## config.mk

```make
export PLATFORM = sky130hd
export DESIGN_NAME = ssdc_top
export DESIGN_NICKNAME = d
export VERILOG_FILES = /design/src/rtl/ssdc_pkg.sv /design/src/rtl/ssdc_top.sv
export SDC_FILE = /design/constraint.sdc
export NUM_CORES = 1
export LEC_CHECK = 0
export ABC_AREA = 1
export BUFFER_PORTS_ARGS = -buffer_cell sky130_fd_sc_hd__buf_4
export CORE_ASPECT_RATIO = 0.8
export CORE_MARGIN = 4
export CORE_UTILIZATION = 35
export CTS_CLUSTER_DIAMETER = 60
export DETAILED_ROUTE_END_ITERATION = 12
export HOLD_SLACK_MARGIN = 0.1
export REMOVE_ABC_BUFFERS = 1
export SYNTH_ARGS = -nofsm -noshare
export SYNTH_HDL_FRONTEND = slang
export SYNTH_SLANG_ARGS = --single-unit
```

## constraint.sdc

```tcl
create_clock -name mclk -period 7.5 [get_ports mclk]
set_input_delay 0.375 -clock mclk [delete_from_list [all_inputs] [get_ports mclk]]
set_output_delay 0.375 -clock mclk [all_outputs]
set_load 0.005 [all_outputs]
```

## src/rtl/ssdc_pkg.sv

```systemverilog
// Purpose: constants for the sync and delay control block
// Assumes: one distribution clock, registers on a plain strobe port
// Notes: offsets are byte addresses of 32-bit words
package ssdc_pkg;
	localparam int NDEV = 2;
	localparam int NSR = 2;
	// register offsets
	localparam logic [7:0] ADDR_CTRL = 8'h00;
	localparam logic [7:0] ADDR_PULSE = 8'h04;
	localparam logic [7:0] ADDR_SYNCCFG = 8'h08;
	localparam logic [7:0] ADDR_DEVCLK0 = 8'h0c;
	localparam logic [7:0] ADDR_DEVCLK1 = 8'h10;
	localparam logic [7:0] ADDR_SYSREF = 8'h14;
	localparam logic [7:0] ADDR_LOCAL = 8'h18;
	localparam logic [7:0] ADDR_STATUS = 8'h1c;
	localparam logic [7:0] ADDR_DYNAMIC = 8'h20;
	// control fields
	localparam int CTRL_SYNC_EN = 0;
	localparam int CTRL_MODE = 1;
	localparam int CTRL_SRC = 3;
	localparam int CTRL_POL = 5;
	localparam int CTRL_REQ_EN = 6;
	localparam int CTRL_ROUTE = 7;
	localparam int CTRL_ONESHOT = 8;
	localparam int CTRL_SR_PD = 9;
	localparam int CTRL_PLSR_PD = 10;
	localparam int CTRL_GD_PD = 11;
	localparam int CTRL_LCLR = 12;
	// sync configuration fields
	localparam int SCFG_DSB = 0;
	localparam int SCFG_SR_SB = 2;
	localparam int SCFG_DDLY_PD = 3;
	localparam int SCFG_SROUT_PD = 5;
	// device clock fields
	localparam int DEV_DIV = 0;
	localparam int DEV_HIGH = 8;
	localparam int DEV_LOW = 16;
	localparam int DEV_HS = 24;
	localparam int DEV_ANA = 25;
	localparam int DEV_ANA_EN = 30;
	// sysref fields, local fields are one byte per output
	localparam int SR_DIV = 0;
	localparam int SR_GDLY = 16;
	localparam int LOC_DLY = 0;
	localparam int LOC_HS = 4;
	localparam int LOC_SEL = 5;
	// reset values
	localparam logic [31:0] CTRL_RESET = 32'h0000_1e80;
	localparam logic [31:0] SCFG_RESET = 32'h0000_0078;
	localparam logic [31:0] DEV_RESET = 32'h0002_0208;
	localparam logic [31:0] SR_RESET = 32'h0000_0008;
	localparam logic [31:0] LOC_RESET = 32'h0000_0000;
	// coarse delay and divider limits
	localparam logic [4:0] HL_MIN = 5'h02;
	localparam logic [4:0] HL_MAX = 5'h10;
	localparam logic [5:0] DIV_MAX = 6'h20;
	localparam logic [12:0] SR_DIV_MIN = 13'h0008;
	localparam logic [3:0] LOC_DLY_MAX = 4'hb;
	// half step is half a distribution period, 250 ps at 2 GHz
	localparam int VCO_PERIOD_PS = 500;
	localparam int HALF_STEP_PS = VCO_PERIOD_PS / 2;
	// analog delay in ps
	localparam logic [10:0] ANA_STEP_PS = 11'h019;
	localparam logic [10:0] ANA_MAX_PS = 11'h23f;
	localparam logic [10:0] ANA_FIXED_PS = 11'h1f4;
	localparam logic [10:0] ANA_MAX_CODE = ANA_MAX_PS / ANA_STEP_PS;
	// trigger modes and sources
	localparam logic [1:0] MODE_0 = 2'h0;
	localparam logic [1:0] MODE_1 = 2'h1;
	localparam logic [1:0] MODE_2 = 2'h2;
	localparam logic [1:0] MODE_3 = 2'h3;
	localparam logic [1:0] SRC_DIRECT = 2'h0;
	localparam logic [1:0] SRC_RECLK = 2'h1;
	localparam logic [1:0] SRC_PULSER = 2'h2;
	localparam logic [1:0] SRC_CONT = 2'h3;
	typedef enum logic [1:0] {PL_IDLE, PL_ARMED, PL_RUN} ssdc_pulser_type;

	function automatic logic [5:0] ssdc_clamp_div(input logic [5:0] v);
		if (v == 6'h0)
		begin
			return 6'h1;
		end
		return (v > DIV_MAX) ? DIV_MAX : v;
	endfunction : ssdc_clamp_div

	function automatic logic [4:0] ssdc_clamp_hl(input logic [4:0] v);
		if (v < HL_MIN)
		begin
			return HL_MIN;
		end
		return (v > HL_MAX) ? HL_MAX : v;
	endfunction : ssdc_clamp_hl

	// length of the high phase of an evenly split period
	function automatic logic [12:0] ssdc_half(input logic [12:0] v);
		return v - (v >> 1);
	endfunction : ssdc_half

	function automatic logic [3:0] ssdc_burst_len(input logic [1:0] c);
		return 4'h1 << c;
	endfunction : ssdc_burst_len
endpackage : ssdc_pkg

```

## src/rtl/ssdc_top.sv

```systemverilog
// Purpose: sync source selection, pulser and digital delays
// Assumes: mclk stands in for the distribution clock
// Notes: half steps and analog delays leave as settings for the output stage
// Operation
// - device clock groups get a coarse delay of 4 to 32 clock cycles
// - half-step option refines coarse delay to half a distribution period
// - new coarse delay values only act after a sync event or a dynamic delay request
// - analog delay 25 ps steps up to 575 ps, plus fixed 500 ps when enabled
// - fixed delay use puts all outputs in known phase on sync
// - dynamic delay use shifts phase while clocks keep running
// - shared sysref divider has its own global delay stage
// - each sysref output has local delay 0 to 11 cycles with half step
// - device clock half step or analog delay changes never glitch the output
// - sync gives all active outputs a common edge plus their fixed delay
// - divider is reset by chosen sync source only when its block bit clear
// - with route select 1, mode 0 source 0 gives no sync; mode 1 source 0 is pin or polarity toggle
// - route select 0 makes reference input zero the sync input in modes 0 and 1 with source 0 or 1
// - mode 2 source 2 pin transition or polarity toggle fires a burst
// - mode 3 source 2 every burst count write fires a burst
// - mode 1 source 1 with route select 1 gives sync re-clocked to sysref frames
// - mode 0 source 2 with request enable runs sysref while pin asserted
// - source 3 gives continuous sysref whatever the mode
// - direct mode fans reference zero out without re-clocking
// - burst length selects 1, 2, 4 or 8 pulses
// - substitute high and low counts 2 to 16 each, sum 4 to 32
`timescale 1ns/1ps
module ssdc_top
	import ssdc_pkg::*;
(
	input wire logic mclk,
	input wire logic reset_n,
	input wire logic [7:0] addr,
	input wire logic [31:0] wdata,
	input wire logic wr,
	input wire logic rd,
	output logic [31:0] rdata,
	input wire logic sync_pin,
	input wire logic ref_zero_in,
	output logic [NDEV-1:0] device_clock_output,
	output logic [NDEV-1:0] devclk_half_step,
	output logic [NDEV*11-1:0] devclk_analog_delay_ps,
	output logic [NSR-1:0] sysref_clock_output,
	output logic [NSR-1:0] local_sysref_half_step
);
	logic [31:0] ctrl, synccfg, sysref_cfg, local_cfg;
	logic [31:0] devclk_cfg [NDEV];
	logic [1:0] burst_pulse_count;
	logic count_write;
	logic [NDEV-1:0] dyn_req;
	logic [1:0] trigger_mode, sysref_source;
	logic sync_enable, sync_pin_polarity, sysref_request_enable, ref_zero_route_select;
	logic one_shot_sync_enable, sysref_block_powerdown, pulser_powerdown;
	logic global_sysref_delay_powerdown, local_delay_clear, sysref_divider_sync_block;
	logic [NDEV-1:0] divider_sync_block, devclk_delay_powerdown;
	logic [NSR-1:0] sysref_output_powerdown;

	assign sync_enable = ctrl[CTRL_SYNC_EN];
	assign trigger_mode = ctrl[CTRL_MODE +: 2];
	assign sysref_source = ctrl[CTRL_SRC +: 2];
	assign sync_pin_polarity = ctrl[CTRL_POL];
	assign sysref_request_enable = ctrl[CTRL_REQ_EN];
	assign ref_zero_route_select = ctrl[CTRL_ROUTE];
	assign one_shot_sync_enable = ctrl[CTRL_ONESHOT];
	assign sysref_block_powerdown = ctrl[CTRL_SR_PD];
	assign pulser_powerdown = ctrl[CTRL_PLSR_PD];
	assign global_sysref_delay_powerdown = ctrl[CTRL_GD_PD];
	assign local_delay_clear = ctrl[CTRL_LCLR];
	assign divider_sync_block = synccfg[SCFG_DSB +: NDEV];
	assign sysref_divider_sync_block = synccfg[SCFG_SR_SB];
	assign devclk_delay_powerdown = synccfg[SCFG_DDLY_PD +: NDEV];
	assign sysref_output_powerdown = synccfg[SCFG_SROUT_PD +: NSR];
	assign count_write = wr && (addr == ADDR_PULSE);
	assign dyn_req = (wr && (addr == ADDR_DYNAMIC)) ? wdata[NDEV-1:0] : '0;

	////////////////////////////////////////////////////////////////////////////
	// register port
	always_ff @(posedge mclk)
	begin
		if (!reset_n)
		begin
			ctrl <= CTRL_RESET;
			synccfg <= SCFG_RESET;
			sysref_cfg <= SR_RESET;
			local_cfg <= LOC_RESET;
			burst_pulse_count <= 2'h0;
			devclk_cfg[0] <= DEV_RESET;
			devclk_cfg[1] <= DEV_RESET;
		end
		else if (wr)
		begin
			case (addr)
				ADDR_CTRL: ctrl <= wdata;
				ADDR_PULSE: burst_pulse_count <= wdata[1:0];
				ADDR_SYNCCFG: synccfg <= wdata;
				ADDR_DEVCLK0: devclk_cfg[0] <= wdata;
				ADDR_DEVCLK1: devclk_cfg[1] <= wdata;
				ADDR_SYSREF: sysref_cfg <= wdata;
				ADDR_LOCAL: local_cfg <= wdata;
				default: ;
			endcase
		end
	end

	logic [31:0] status;
	ssdc_pulser_type pl_state;
	logic req_gate, reclk_lvl, sync_lvl, pin_level;
	assign status = {27'h0, pl_state != PL_IDLE, req_gate, reclk_lvl, sync_lvl, pin_level};

	// read data stand only in the cycle after the strobe
	always_ff @(posedge mclk)
	begin
		if (!reset_n || !rd)
		begin
			rdata <= 32'h0;
		end
		else
		begin
			case (addr)
				ADDR_CTRL: rdata <= ctrl;
				ADDR_PULSE: rdata <= {30'h0, burst_pulse_count};
				ADDR_SYNCCFG: rdata <= synccfg;
				ADDR_DEVCLK0: rdata <= devclk_cfg[0];
				ADDR_DEVCLK1: rdata <= devclk_cfg[1];
				ADDR_SYSREF: rdata <= sysref_cfg;
				ADDR_LOCAL: rdata <= local_cfg;
				ADDR_STATUS: rdata <= status;
				default: rdata <= 32'h0;
			endcase
		end
	end

	////////////////////////////////////////////////////////////////////////////
	// sync front end
	logic [1:0] pin_sync, ref_sync;
	logic pin_level_d, ref_level_d, reclk_lvl_d, pin_edge, ref_edge, sync_edge, sync_hold;
	logic sr_tick, sr_wave;
	always_ff @(posedge mclk)
	begin
		if (!reset_n)
		begin
			pin_sync <= 2'h0;
			ref_sync <= 2'h0;
			pin_level_d <= 1'b0;
			ref_level_d <= 1'b0;
			reclk_lvl <= 1'b0;
			reclk_lvl_d <= 1'b0;
		end
		else
		begin
			pin_sync <= {pin_sync[0], sync_pin};
			ref_sync <= {ref_sync[0], ref_zero_in};
			pin_level_d <= pin_level;
			ref_level_d <= ref_sync[1];
			reclk_lvl_d <= reclk_lvl;
			// pin level re-taken on frame boundary
			if (sr_tick)
			begin
				reclk_lvl <= pin_level;
			end
		end
	end
	// polarity toggle acts as a software sync
	assign pin_level = pin_sync[1] ^ sync_pin_polarity;
	assign pin_edge = pin_level && !pin_level_d;
	assign ref_edge = ref_sync[1] && !ref_level_d;

	// source mux, no sync in mode 0 source 0 while route select is 1
	always_comb
	begin
		sync_lvl = 1'b0;
		sync_edge = 1'b0;
		if (!ref_zero_route_select && trigger_mode <= MODE_1 && sysref_source <= SRC_RECLK)
		begin
			sync_lvl = ref_sync[1];
			sync_edge = ref_edge;
		end
		else if (trigger_mode == MODE_1 && sysref_source == SRC_DIRECT)
		begin
			sync_lvl = pin_level;
			sync_edge = pin_edge;
		end
		else if (trigger_mode == MODE_1 && sysref_source == SRC_RECLK)
		begin
			sync_lvl = reclk_lvl;
			sync_edge = reclk_lvl && !reclk_lvl_d;
		end
	end
	// nothing resets without the global enable
	assign sync_hold = sync_enable && (one_shot_sync_enable ? sync_edge : sync_lvl);

	////////////////////////////////////////////////////////////////////////////
	// device clock dividers with substitute delay period
	logic [5:0] dcnt [NDEV];
	logic [5:0] sub_cnt [NDEV];
	logic [5:0] dev_div [NDEV];
	logic [5:0] dev_half [NDEV];
	logic [4:0] act_high [NDEV];
	logic [4:0] act_low [NDEV];
	logic [NDEV-1:0] sub_mode, dyn_pend, dev_reset;
	logic [10:0] next_ana [NDEV];
	logic [12:0] half_tmp [NDEV];
	logic [4:0] ana_code [NDEV];

	always_comb
	begin
		for (int i = 0; i < NDEV; i++)
		begin
			dev_div[i] = ssdc_clamp_div(devclk_cfg[i][DEV_DIV +: 6]);
			half_tmp[i] = ssdc_half({7'h0, dev_div[i]});
			dev_half[i] = half_tmp[i][5:0];
			dev_reset[i] = sync_hold && !divider_sync_block[i];
			ana_code[i] = devclk_cfg[i][DEV_ANA +: 5];
			if ({6'h0, ana_code[i]} > ANA_MAX_CODE)
			begin
				ana_code[i] = ANA_MAX_CODE[4:0];
			end
			next_ana[i] = devclk_cfg[i][DEV_ANA_EN] ?
				{6'h0, ana_code[i]} * ANA_STEP_PS + ANA_FIXED_PS : 11'h0;
		end
	end

	always_ff @(posedge mclk)
	begin
		if (!reset_n)
		begin
			for (int i = 0; i < NDEV; i++)
			begin
				dcnt[i] <= 6'h0;
				sub_cnt[i] <= 6'h0;
				act_high[i] <= HL_MIN;
				act_low[i] <= HL_MIN;
			end
			sub_mode <= '0;
			dyn_pend <= '0;
			device_clock_output <= '0;
		end
		else
		begin
			for (int i = 0; i < NDEV; i++)
			begin
				// sync holds output low, then common restart
				if (dev_reset[i])
				begin
					dcnt[i] <= 6'h0;
					sub_cnt[i] <= 6'h0;
					sub_mode[i] <= !devclk_delay_powerdown[i];
					act_high[i] <= ssdc_clamp_hl(devclk_cfg[i][DEV_HIGH +: 5]);
					act_low[i] <= ssdc_clamp_hl(devclk_cfg[i][DEV_LOW +: 5]);
					dyn_pend[i] <= 1'b0;
					device_clock_output[i] <= 1'b0;
				end
				else if (sub_mode[i])
				begin
					// substitute period of high plus low
					device_clock_output[i] <= sub_cnt[i] < {1'b0, act_high[i]};
					if (sub_cnt[i] == {1'b0, act_high[i]} + {1'b0, act_low[i]} - 6'h1)
					begin
						sub_mode[i] <= 1'b0;
						sub_cnt[i] <= 6'h0;
						dcnt[i] <= 6'h0;
					end
					else
					begin
						sub_cnt[i] <= sub_cnt[i] + 6'h1;
					end
				end
				else
				begin
					device_clock_output[i] <= dcnt[i] < dev_half[i];
					if (dcnt[i] == dev_div[i] - 6'h1)
					begin
						dcnt[i] <= 6'h0;
						if (dyn_pend[i])
						begin
							sub_mode[i] <= 1'b1;
							dyn_pend[i] <= 1'b0;
							act_high[i] <= ssdc_clamp_hl(devclk_cfg[i][DEV_HIGH +: 5]);
							act_low[i] <= ssdc_clamp_hl(devclk_cfg[i][DEV_LOW +: 5]);
						end
					end
					else
					begin
						dcnt[i] <= dcnt[i] + 6'h1;
					end
					if (dyn_req[i] && !devclk_delay_powerdown[i])
					begin
						dyn_pend[i] <= 1'b1;
					end
				end
			end
		end
	end

	// settings change only while the output is low
	always_ff @(posedge mclk)
	begin
		if (!reset_n)
		begin
			devclk_half_step <= '0;
			devclk_analog_delay_ps <= '0;
		end
		else
		begin
			for (int i = 0; i < NDEV; i++)
			begin
				if (!device_clock_output[i])
				begin
					devclk_half_step[i] <= devclk_cfg[i][DEV_HS];
					devclk_analog_delay_ps[i*11 +: 11] <= next_ana[i];
				end
			end
		end
	end

	////////////////////////////////////////////////////////////////////////////
	// shared sysref divider with global delay
	logic [12:0] sr_cnt, sr_div, sr_half;
	logic [7:0] gd_cnt;
	logic sr_run;
	// divider stops while its block is powered down
	assign sr_run = !sysref_block_powerdown;
	assign sr_div = (sysref_cfg[SR_DIV +: 13] < SR_DIV_MIN) ? SR_DIV_MIN : sysref_cfg[SR_DIV +: 13];
	assign sr_half = ssdc_half(sr_div);
	assign sr_tick = sr_run && gd_cnt == 8'h0 && sr_cnt == 13'h0;
	assign sr_wave = sr_run && gd_cnt == 8'h0 && sr_cnt < sr_half;

	always_ff @(posedge mclk)
	begin
		if (!reset_n || !sr_run)
		begin
			sr_cnt <= 13'h0;
			gd_cnt <= 8'h0;
		end
		else if (sync_hold && !sysref_divider_sync_block)
		begin
			sr_cnt <= 13'h0;
			gd_cnt <= global_sysref_delay_powerdown ? 8'h0 : sysref_cfg[SR_GDLY +: 8];
		end
		else if (gd_cnt != 8'h0)
		begin
			gd_cnt <= gd_cnt - 8'h1;
		end
		else
		begin
			sr_cnt <= (sr_cnt == sr_div - 13'h1) ? 13'h0 : sr_cnt + 13'h1;
		end
	end

	////////////////////////////////////////////////////////////////////////////
	// pulser and request gating, whole periods unless a running burst is re-triggered mid-period
	logic [3:0] pl_left;
	logic pl_trig, gate_now, gate_req, request_mode;
	assign pl_trig = !pulser_powerdown && sysref_source == SRC_PULSER &&
		((trigger_mode == MODE_2 && pin_edge) || (trigger_mode == MODE_3 && count_write));
	assign gate_now = (pl_state == PL_ARMED && sr_tick) ||
		(pl_state == PL_RUN && !(sr_tick && pl_left == 4'h0));
	assign request_mode = trigger_mode == MODE_0 && sysref_source == SRC_PULSER &&
		sysref_request_enable;
	assign gate_req = sr_tick ? pin_level : req_gate;

	always_ff @(posedge mclk)
	begin
		if (!reset_n)
		begin
			pl_state <= PL_IDLE;
			pl_left <= 4'h0;
		end
		else if (pl_trig)
		begin
			pl_state <= PL_ARMED;
			// 1, 2, 4 or 8 pulses
			pl_left <= ssdc_burst_len(count_write ? wdata[1:0] : burst_pulse_count);
		end
		else
		begin
			case (pl_state)
				PL_ARMED:
				begin
					if (sr_tick)
					begin
						pl_state <= PL_RUN;
						pl_left <= pl_left - 4'h1;
					end
				end
				PL_RUN:
				begin
					if (sr_tick && pl_left == 4'h0)
					begin
						pl_state <= PL_IDLE;
					end
					else if (sr_tick)
					begin
						pl_left <= pl_left - 4'h1;
					end
				end
				default: pl_state <= PL_IDLE;
			endcase
		end
	end

	// request gate moves only at period start
	always_ff @(posedge mclk)
	begin
		if (!reset_n)
		begin
			req_gate <= 1'b0;
		end
		else if (sr_tick)
		begin
			req_gate <= pin_level;
		end
	end

	logic stream, direct_fanout;
	assign direct_fanout = trigger_mode == MODE_0 && sysref_source == SRC_DIRECT &&
		!ref_zero_route_select && sysref_block_powerdown && pulser_powerdown &&
		global_sysref_delay_powerdown;

	always_comb
	begin
		case (sysref_source)
			SRC_DIRECT: stream = direct_fanout && ref_zero_in;
			SRC_RECLK: stream = sr_wave;
			SRC_PULSER: stream = sr_wave && (request_mode ? gate_req : gate_now);
			SRC_CONT: stream = sr_wave;
			default: stream = 1'b0;
		endcase
	end

	////////////////////////////////////////////////////////////////////////////
	// local sysref delay shift buffers
	logic [10:0] ld_shift [NSR];
	logic [3:0] ld_tap [NSR];
	logic [NSR-1:0] ld_val;

	always_comb
	begin
		for (int i = 0; i < NSR; i++)
		begin
			ld_tap[i] = local_cfg[i*8 + LOC_DLY +: 4];
			if (ld_tap[i] > LOC_DLY_MAX)
			begin
				ld_tap[i] = LOC_DLY_MAX;
			end
			ld_val[i] = (ld_tap[i] == 4'h0) ? stream : ld_shift[i][ld_tap[i] - 4'h1];
		end
	end

	always_ff @(posedge mclk)
	begin
		if (!reset_n)
		begin
			for (int i = 0; i < NSR; i++)
			begin
				ld_shift[i] <= 11'h0;
			end
			sysref_clock_output <= '0;
			local_sysref_half_step <= '0;
		end
		else
		begin
			for (int i = 0; i < NSR; i++)
			begin
				// buffer held empty while clear is set
				ld_shift[i] <= local_delay_clear ? 11'h0 : {ld_shift[i][9:0], stream};
				local_sysref_half_step[i] <= local_cfg[i*8 + LOC_HS];
				if (sysref_output_powerdown[i])
				begin
					sysref_clock_output[i] <= 1'b0;
				end
				else
				begin
					sysref_clock_output[i] <= local_cfg[i*8 + LOC_SEL] ? ld_val[i] :
						device_clock_output[i];
				end
			end
		end
	end
endmodule : ssdc_top

```

==> metrics.txt, run 1 <==
initial antenna violation count=1; highest-delay cell along the critical path=fa_1; Unique masters post-synth=57; cell taking the most area after synthesis=dfxtp_1; headroom to the max-slew limit=28.5%; prevailing post-synth register cell=dfxtp_1; clk buf depth=3; fill cell count=about 5400; Worst EP arrival=about 4700 ps; post-detail-place hpwl=42.4 mm; f_max=~240 MHz; post-CTS setup buffers=0; TritonRoute pass-1 iters=6; Placer Congestion=0.923; # setup viols final=0; Non-Filler Instances=~3200; Sequential cell area=8110 sq um; share of the synthesized area in the top cell type=between 20 and 30%; Leakage Power=9.40 nW; Final Hold Fails=0; row cnt=76; HP Class=in -> reg; Worst Skew=32.2 ps; Final Max Tran Viols=0; post-synthesis sequential area ratio=between 40% and 50%; 1st-iter DRT viols=1366; footprint of the multi-input gates=9200 sq um; setup TNS=0 ps; mux cell area share after synthesis=0%; top cells by area, synth=dfxtp_1 (25%), edfxtp_1 (17%), ha_1 (10%); Via-to-Cell Ratio=between 5 and 6; Max FO, Critical Path=5; Crit path top cell by count=nand2_1; Ports=108; global route overflow=0; post-CTS sizing=0; die height=around 220 microns; Min Clock Period, post-route=roughly 4200 ps; antenna-violating nets left=0; CTS tree=done; IO buf count=107; max_cap viols=0; area grow syn2layout=15.5%; WL met3=between 5 and 6 mm; Max H-tree Level=2; wire length on met1=27.6 mm; Cells after DPL=3107; first-pass GRT wire length=about 90 mm; unrepaired setup endpoints after global routing=false; Worst Path Required=7990 ps; Post-Synth XOR/XNOR Area=4.21%; Post-synth ARST share=0%; Post-synth EDFFs=108; GRT Overall Usage=19.4%; routed length per instance=18.2 microns; synthesis-stage register bit count=351; slew at the pin with the worst max-slew slack=1060 ps; DIE AREA=about 60000 sq um; CTS Sinks=351; post-synthesis adder-cell area fraction=between 10% and 20%; nets@finish=roughly 2700; Initial Utilization=a little over a third; clock tree root driver cell=clkbuf_16; mean post-synth cell area=8.09 sq um; largest family of logic cells by synthesized area=simple AND/OR/NAND/NOR gates; mapped cell area=19100 sq um; layout cells sized above 1=9.22%; Max VDD drop=about 0.14 mV; Worst-path clk slew=60 ps; Syn Inst Count=2359; Inserted Clock Buffers=39; clk_lat worst skew=570 ps; core area=53900 sq um; Residual DRC=0; Synth Area in Compound Gates=roughly 16%; period utilization=roughly 56%; P per Cell Area=roughly 200 nW/um^2; largest net degree at the start of global routing=74; Synth Area in Simple Gates=16.4%; Worst Setup End Kind=flop; final WL=58.1 mm; Syn. warnings=0; die width=269 microns; met2 wire length=23.6 mm; number of global-route vias before repair=about 16000; CP Launch Type=flop; max incr delay on CP=410 ps; vias=16500; max layer used=met4; CP Class=reg -> reg; status=completed
==> worst paths after layout <==
path                       start                endpoint  slack, ps  depth (start not counted)
setup / recovery  sysref_cfg[11]  sysref_clock_output[1]       3320                         28
hold reg to reg      pin_sync[0]             pin_sync[1]        430                          2
hold / removal         wdata[17]          sysref_cfg[17]        120                          3
setup reg to reg  sysref_cfg[11]  sysref_clock_output[1]       3320                         28
==> cells in the mapped netlist, types with 14 or more instances <==
cell type / n
a31oi_1: 18
a211oi_1: 14
nand4_1: 24
nor2_1: 222
xnor2_1: 23
nand2_1: 297
clkbuf_1: 67
a221oi_1: 16
o21ai_0: 206
nor3_1: 23
edfxtp_1: 108
nand3_1: 94
dfxtp_1: 243
a21oi_1: 226
o22ai_1: 29
ha_1: 155
inv_1: 388
xor2_1: 65
==> through the flow <==
stage                     cell area (sq um)  setup WS, ps  util (%)  power, mW  hold slack (ps)
after floorplan                       18800          2320         -       2.31              390
after CTS                             22000          3320      40.9       4.35              101
final                                 22100          3320      40.9       4.31              119
after detailed placement              20600          3390      38.3       2.46              414
after global placement                20600          3400      38.3       2.45              404
after global routing                  22000          2830      40.9       4.49              136
==> sequential cells by signal (all words and copies together), names as in the netlist, 11 cells and up <==
signal	count
synccfg	32
local_cfg	32
dcnt	12
devclk_analog_delay_ps	22
sub_cnt	12
rdata	32
sr_cnt	13
ld_shift	11
sysref_cfg	32
devclk_cfg	64
ctrl	32
==> per-layer routing <==
metal / GRT usage (%) / vias up
met5: 0 / -
met4: 5.14 / 0
met3: 5.02 / 84
met2: 28.3 / 653
met1: 28.6 / 7741
li1: - / 8036
==> timing repair <==
action,CTS,global route
hold buffers,18,0
hold endpoints to repair,28,0
setup endpoints to repair,0,0
==> cell type report <==
cell class | instances | share of cell area [%]
well taps | 702 | 3.98
clock inverters | 11 | 0.488
repair buffers | 147 | 5.21
clock buffers | 60 | 5.07
inverters | 397 | 6.76
flip-flops and latches | 351 | 36.8
diodes | 1 | 0.0113
multi-input cells | 1528 | 41.7
==> placed cells by master, fill, tap and decap left out, types with 18 or more instances in the layout <==
| cell type | Yosys | routed |
|---|---|---|
| inv_1 | 388 | 388 |
| dlygate4sd3_1 | 0 | 18 |
| edfxtp_1 | 108 | 108 |
| clkbuf_16 | 0 | 40 |
| nand3_1 | 94 | 93 |
| a31oi_1 | 18 | 18 |
| nor3_1 | 23 | 22 |
| dfxtp_1 | 243 | 243 |
| o21ai_0 | 206 | 204 |
| ha_1 | 155 | 155 |
| nand2_1 | 297 | 296 |
| buf_4 | 1 | 129 |
| xor2_1 | 65 | 65 |
| o22ai_1 | 29 | 29 |
| a21oi_1 | 226 | 226 |
| xnor2_1 | 23 | 23 |
| nand4_1 | 24 | 24 |
| nor2_1 | 222 | 221 |
==> kinds of logic after synthesis <==
kind of cell,Yosys count
AOI/OAI and AO/OA,558
DFF,351
and+or+nand+nor,716
buffers and inverters,480
adders and majority gates,164
xor gates and xnor gates,90
==> power breakdown <==
part	total, mW	internal [mW]	leakage, nW	switching, mW
combinational	0.402	0.156	5.77	0.246
sequential	2.03	2.00	3.03	0.0328
clock	1.88	1.07	0.598	0.808
total	4.31	3.22	9.40	1.09
==> critical path: cells and delay by family, from the launching register on <==
family                     cells  cell delay (ps)
AOI/OAI and AO/OA              4              790
adders and majority gates      4             1140
buffers and inverters          3              200
DFF                            1              400
and+or+nand+nor               17             1560
No activity file was read; power rests on OpenSTA's default activity.
==> run 2, diff against run 1 <==
clock period = 3.9 ns   (was 7.5 ns; I/O delays follow)
==> metrics.txt, run 2 (synthesized netlist as in run 1, its figures left out) <==
status=completed; DIE AREA=58400 sq um; antenna-violating nets left=0; layout cells sized above 1=11.2%; Final WS setup=approximately 270 ps; Worst Path Required=4400 ps; most frequent cells in the layout=inv_1 (387), nand2_1 (296), dfxtp_1 (243), a21oi_1 (224), nor2_1 (219); final WL=between 50 and 60 mm; IO buf count=107; Placed Area=20900 sq um; Reg power frac=46.5%; vias=16700; headroom to the max-slew limit=between 30% and 40%; max_cap viols=0; Max H-tree Level=2; Worst EP arrival=4120 ps; internal power=6.23 mW; clock tree root driver cell=clkbuf_16; nets@finish=2723; Worst-path clk slew=60 ps; Final Hold Fails=0; clock share of power=44.1%; Cells after DPL=3135; Via-to-Cell Ratio=5.14; Ports=108; largest net degree at the start of global routing=60; TritonRoute pass-1 iters=6; clk_lat worst skew=570 ps; Comb power frac=9.4%; Worst Setup End Kind=flop; clk buf depth=3; max reg flops=between 60 and 70; HP Class=in -> reg; core area=53900 sq um; Placer Congestion=0.972; Residual DRC=0; Initial Utilization=between 30% and 40%; die height=217 microns; switching fraction of total power=25.7%; register with the most flip-flops=devclk_cfg; fin area=22600 sq um; Max FO, Critical Path=3; CP Launch Type=flop; global route overflow=0; post-detail-place hpwl=approximately 43 mm; area grow syn2layout=18.6%; flop2flop setup slack=270 ps; CP Class=reg -> reg; slew at the pin with the worst max-slew slack=1010 ps; Final Max Tran Viols=0; 1st-iter DRT viols=1497; DP Worst Slack=about 33 ps; GRT Overall Usage=19.5%; first-pass GRT wire length=90.2 mm; most common cell after layout, fill and taps aside=inv_1; Design Power=8.39 mW; P per Cell Area=370 nW/um^2; Non-Filler Instances=between 3000 and 4000; initial antenna violation count=1; number of global-route vias before repair=16000; f_max=275 MHz; # setup viols final=0; row cnt=76; Switch Pwr=2.15 mW; fill cell count=about 5300; Max VDD drop=0.315 mV; Inserted Clock Buffers=39; Leakage Power=9.65 nW; period utilization=93.1%; CTS Sinks=351; CTS tree=done; routed length per instance=17.9 microns; Min Clock Period, post-route=3630 ps; die width=269 microns; Worst Skew=25.0 ps
[run 2: changes by cell type in the layout (fill, tap and decap cells not counted), sizes merged]
cell / delta
buf: +31
dlygate4sd3: +18
clkbuf: -6
clkinv: +3
clkinvlp: +3
inv: +1
[run 2: timing repair]
item,in CTS,in global routing
pin swaps,0,3
hold buffers,36,0
resized for setup,1,20
buffers inserted,0,3
hold endpoints to repair,183,0
setup endpoints to repair,2,3
[run 2: worst max-delay path: stages, from the launching register on]
cell and delay, ps:
dfxtp_1 310, nor2_1 200, nand3_2 160, nor2_4 170, nor2_2 50, inv_1 70
ha_1 140, inv_1 60, fa_2 380, a31oi_4 220, nor2_1 70, nor2_1 100
o21ai_0 90, xor2_1 170, ha_1 300, a21oi_1 160, nor3_1 70, a211oi_1 280
a21oi_2 100, nor2_1 100, nand2_1 110, nand3_1 90, nand2_1 50, a21oi_1 120
[run 2: routing by layer]
| layer | global-route usage [%] | part of all wire [%] | wire, microns |
|---|---|---|---|
| met2 | 28.8 | 41 | 23700 |
| met4 | 4.40 | 1.8 | 1040 |
| met3 | 4.87 | 10 | 5920 |
| met1 | 28.6 | 47 | 27500 |
| met5 | 0 | 0 | 0 |
[run 2: final timing paths]
check,startpoint,endpoint,depth (start not counted)
setup / recovery,sysref_cfg[5],sysref_clock_output[0],23
hold / removal,addr[4],dyn_pend[1],4
setup reg to reg,sysref_cfg[5],sysref_clock_output[0],23
hold reg to reg,ref_sync[0],ref_sync[1],2
[run 2: final cells by class]
class | instances | area (sq um) | area share, %
Multi-Input combinational cell | 1528 | 9300 | 41.1
Clock inverter | 18 | 166 | 0.735
Tap cell | 702 | 878 | 3.88
Antenna cell | 1 | 2.50 | 0.0110
Clock buffer | 54 | 1100 | 4.87
Timing Repair Buffer | 196 | 1600 | 7.06
Inverter | 397 | 1490 | 6.59
Sequential cell | 351 | 8110 | 35.8
[run 2: power groups by stage]
stage	Combinational, mW	Sequential, mW	Clock (mW)
floorplan	0.471	3.97	0
global placement	0.742	3.98	0
detailed placement	0.758	3.98	0
CTS	0.792	3.90	3.78
global route	0.908	3.91	3.92
finish	0.789	3.90	3.70
[run 2: through the flow]
step           utilization (%)  hold slack, ps  TNS (ps)
6_report                  42.0             143         0
5_1_grt                   42.0             150     -15.7
4_1_cts                   41.8             113         0
3_5_place_dp              38.7             383         0
3_3_place_gp              38.7             384         0
2_1_floorplan                -             288    -41980
==> run 3, diff against run 2 <==
CORE_ASPECT_RATIO = not set   (was 0.8)
==> metrics.txt, run 3 (synthesized netlist as in run 1, its figures left out) <==
status=completed; f_max=272 MHz; period utilization=a little over nine tenths; Min Clock Period, post-route=3670 ps; post-detail-place hpwl=approximately 42 mm; max reg flops=between 60 and 70; clk_lat worst skew=560 ps; footprint of the multi-input gates=9340 sq um; headroom to the max-slew limit=34.1%; register with the most flip-flops=devclk_cfg; vias=16600; final WL=57.2 mm; CTS Sinks=351; most common cell after layout, fill and taps aside=inv_1; global route overflow=0; IO buf count=~110; HP Class=in -> reg; clk buf depth=3; GRT Overall Usage=18.8%; antenna cells=0; highest-delay cell along the critical path=fa_2; Ports=108; DIE AREA=58400 sq um; Switch Pwr=2.10 mW; Worst EP arrival=4160 ps; largest net degree at the start of global routing=52; Cells after DPL=3146; clock share of power=between 40% and 50%; clock tree root driver cell=clkbuf_16; setup TNS=0 ps; core area=between 50000 and 60000 sq um; area grow syn2layout=20.5%; CP Launch Type=flop; nets@finish=2744; Max H-tree Level=2; max incr delay on CP=about 400 ps; Initial Utilization=35.4%; initial antenna violation count=0; Leakage Power=9.85 nW; HP Start=reset_n; most frequent cells in the layout=inv_1 (384), nand2_1 (296), dfxtp_1 (243), a21oi_1 (221), nor2_1 (216); Via-to-Cell Ratio=5.09; Max FO, Critical Path=3; antenna-violating nets left=0; internal power=6.69 mW; switching fraction of total power=approximately a quarter; Worst Setup End Kind=flop; worst reg2reg endpoint=sysref_clock_output[1]; CP Class=reg -> reg; slew at the pin with the worst max-slew slack=between 900 and 1000 ps; Worst Skew=around 21 ps; Inserted Clock Buffers=41; first-pass GRT wire length=88.5 mm; fill cell count=around 5300; hold slack=148 ps; row cnt=85; Worst R2R Start=sysref_cfg[12]; routed length per instance=roughly 18 microns; Worst R2R Path Depth=25; Non-Filler Instances=~3300; Reg power frac=44.4%; Max VDD drop=around 0.28 mV; Residual DRC=0; layout cells sized above 1=approximately an eighth; die height=242 microns; Comb power frac=9.0%; Final Max Tran Viols=0; CTS tree=done; Sequential cell area=a little over 8000 sq um; Design Power=around 8.8 mW; number of global-route vias before repair=15900; Worst Hold Path Cells=3; Worst-path clk slew=60 ps; die width=242 microns; hold endpoint=local_sysref_half_step[1]; flop2flop setup slack=230 ps; TritonRoute pass-1 iters=6; Placer Congestion=0.912; P per Cell Area=between 300 and 400 nW/um^2; 1st-iter DRT viols=1418; Final Hold Fails=0; Worst Path Required=4390 ps; # setup viols final=0; max_cap viols=0
-- run 3: cell types whose count changed in the layout (fill, tap and decap cells not counted), sizes merged --
cell         change
buf             +17
bufinv           +5
clkbuf           +3
clkinvlp         -3
diode            -1
dlygate4sd3      +2
inv              -1
-- run 3: final cells by class --
type / count / area share (%)
inverters: 397 / 6.48
repair buffers: 215 / 7.61
clock buffers: 57 / 5.13
multi-input cells: 1528 / 40.6
flip-flops and latches: 351 / 35.2
clock inverters: 19 / 1.15
well taps: 696 / 3.79
-- run 3: routing by layer --
layer	vias up	track usage, %	share of wire, %
met5	-	0	0
met4	0	5.91	3.2
met3	111	3.77	6.8
met2	510	31.0	46
met1	7796	25.0	44
li1	8178	-	-
-- run 3: critical path, delay by kind of cell (launching register included) --
kind | cells | cell delay [ps]
fa+ha+maj | 4 | 990
xor+xnor | 1 | 150
compound gates | 6 | 940
buf+inv | 4 | 330
flops | 1 | 320
simple gates | 10 | 860
-- run 3: power by group through the flow --
| stage | registers (mW) | clock network (mW) | logic, mW |
|---|---|---|---|
| after floorplan | 3.97 | 0 | 0.471 |
| after global placement | 3.98 | 0 | 0.742 |
| after detailed placement | 3.98 | 0 | 0.760 |
| after CTS | 3.90 | 4.19 | 0.793 |
| after global routing | 3.91 | 4.33 | 0.902 |
| final | 3.90 | 4.10 | 0.789 |
-- run 3: stage by stage --
step	cell area [sq um]	worst slack (ps)	utilization (%)
global route	23000	-65.1	42.7
finish	23000	230	42.7
CTS	22800	14.2	42.4
floorplan	18800	-1100	-
detailed placement	21000	33.5	39.0
global placement	21000	49.7	39.0
-- run 3: worst max-delay path by stage --
| stage | startpoint | end | slack (ps) | cells after the start |
|---|---|---|---|---|
| after global placement | sysref_cfg[11] | sysref_clock_output[1] | 50 | 25 |
| final | sysref_cfg[12] | sysref_clock_output[1] | 230 | 25 |
| after detailed placement | sysref_cfg[12] | sysref_clock_output[0] | 30 | 28 |
| after global routing | sysref_cfg[12] | sysref_clock_output[1] | -70 | 29 |
| after floorplan | addr[1] | devclk_cfg[0][32] | -1100 | 4 |
| after CTS | sysref_cfg[11] | sysref_clock_output[1] | 10 | 25 |
-- run 3: what timing repair did --
action	in CTS	in global routing
endpoints found under the setup margin	2	3
hold buffers	38	0
setup buffers	0	3
gates resized for setup	1	37
pin swaps	0	12
endpoints found under the hold margin	184	0
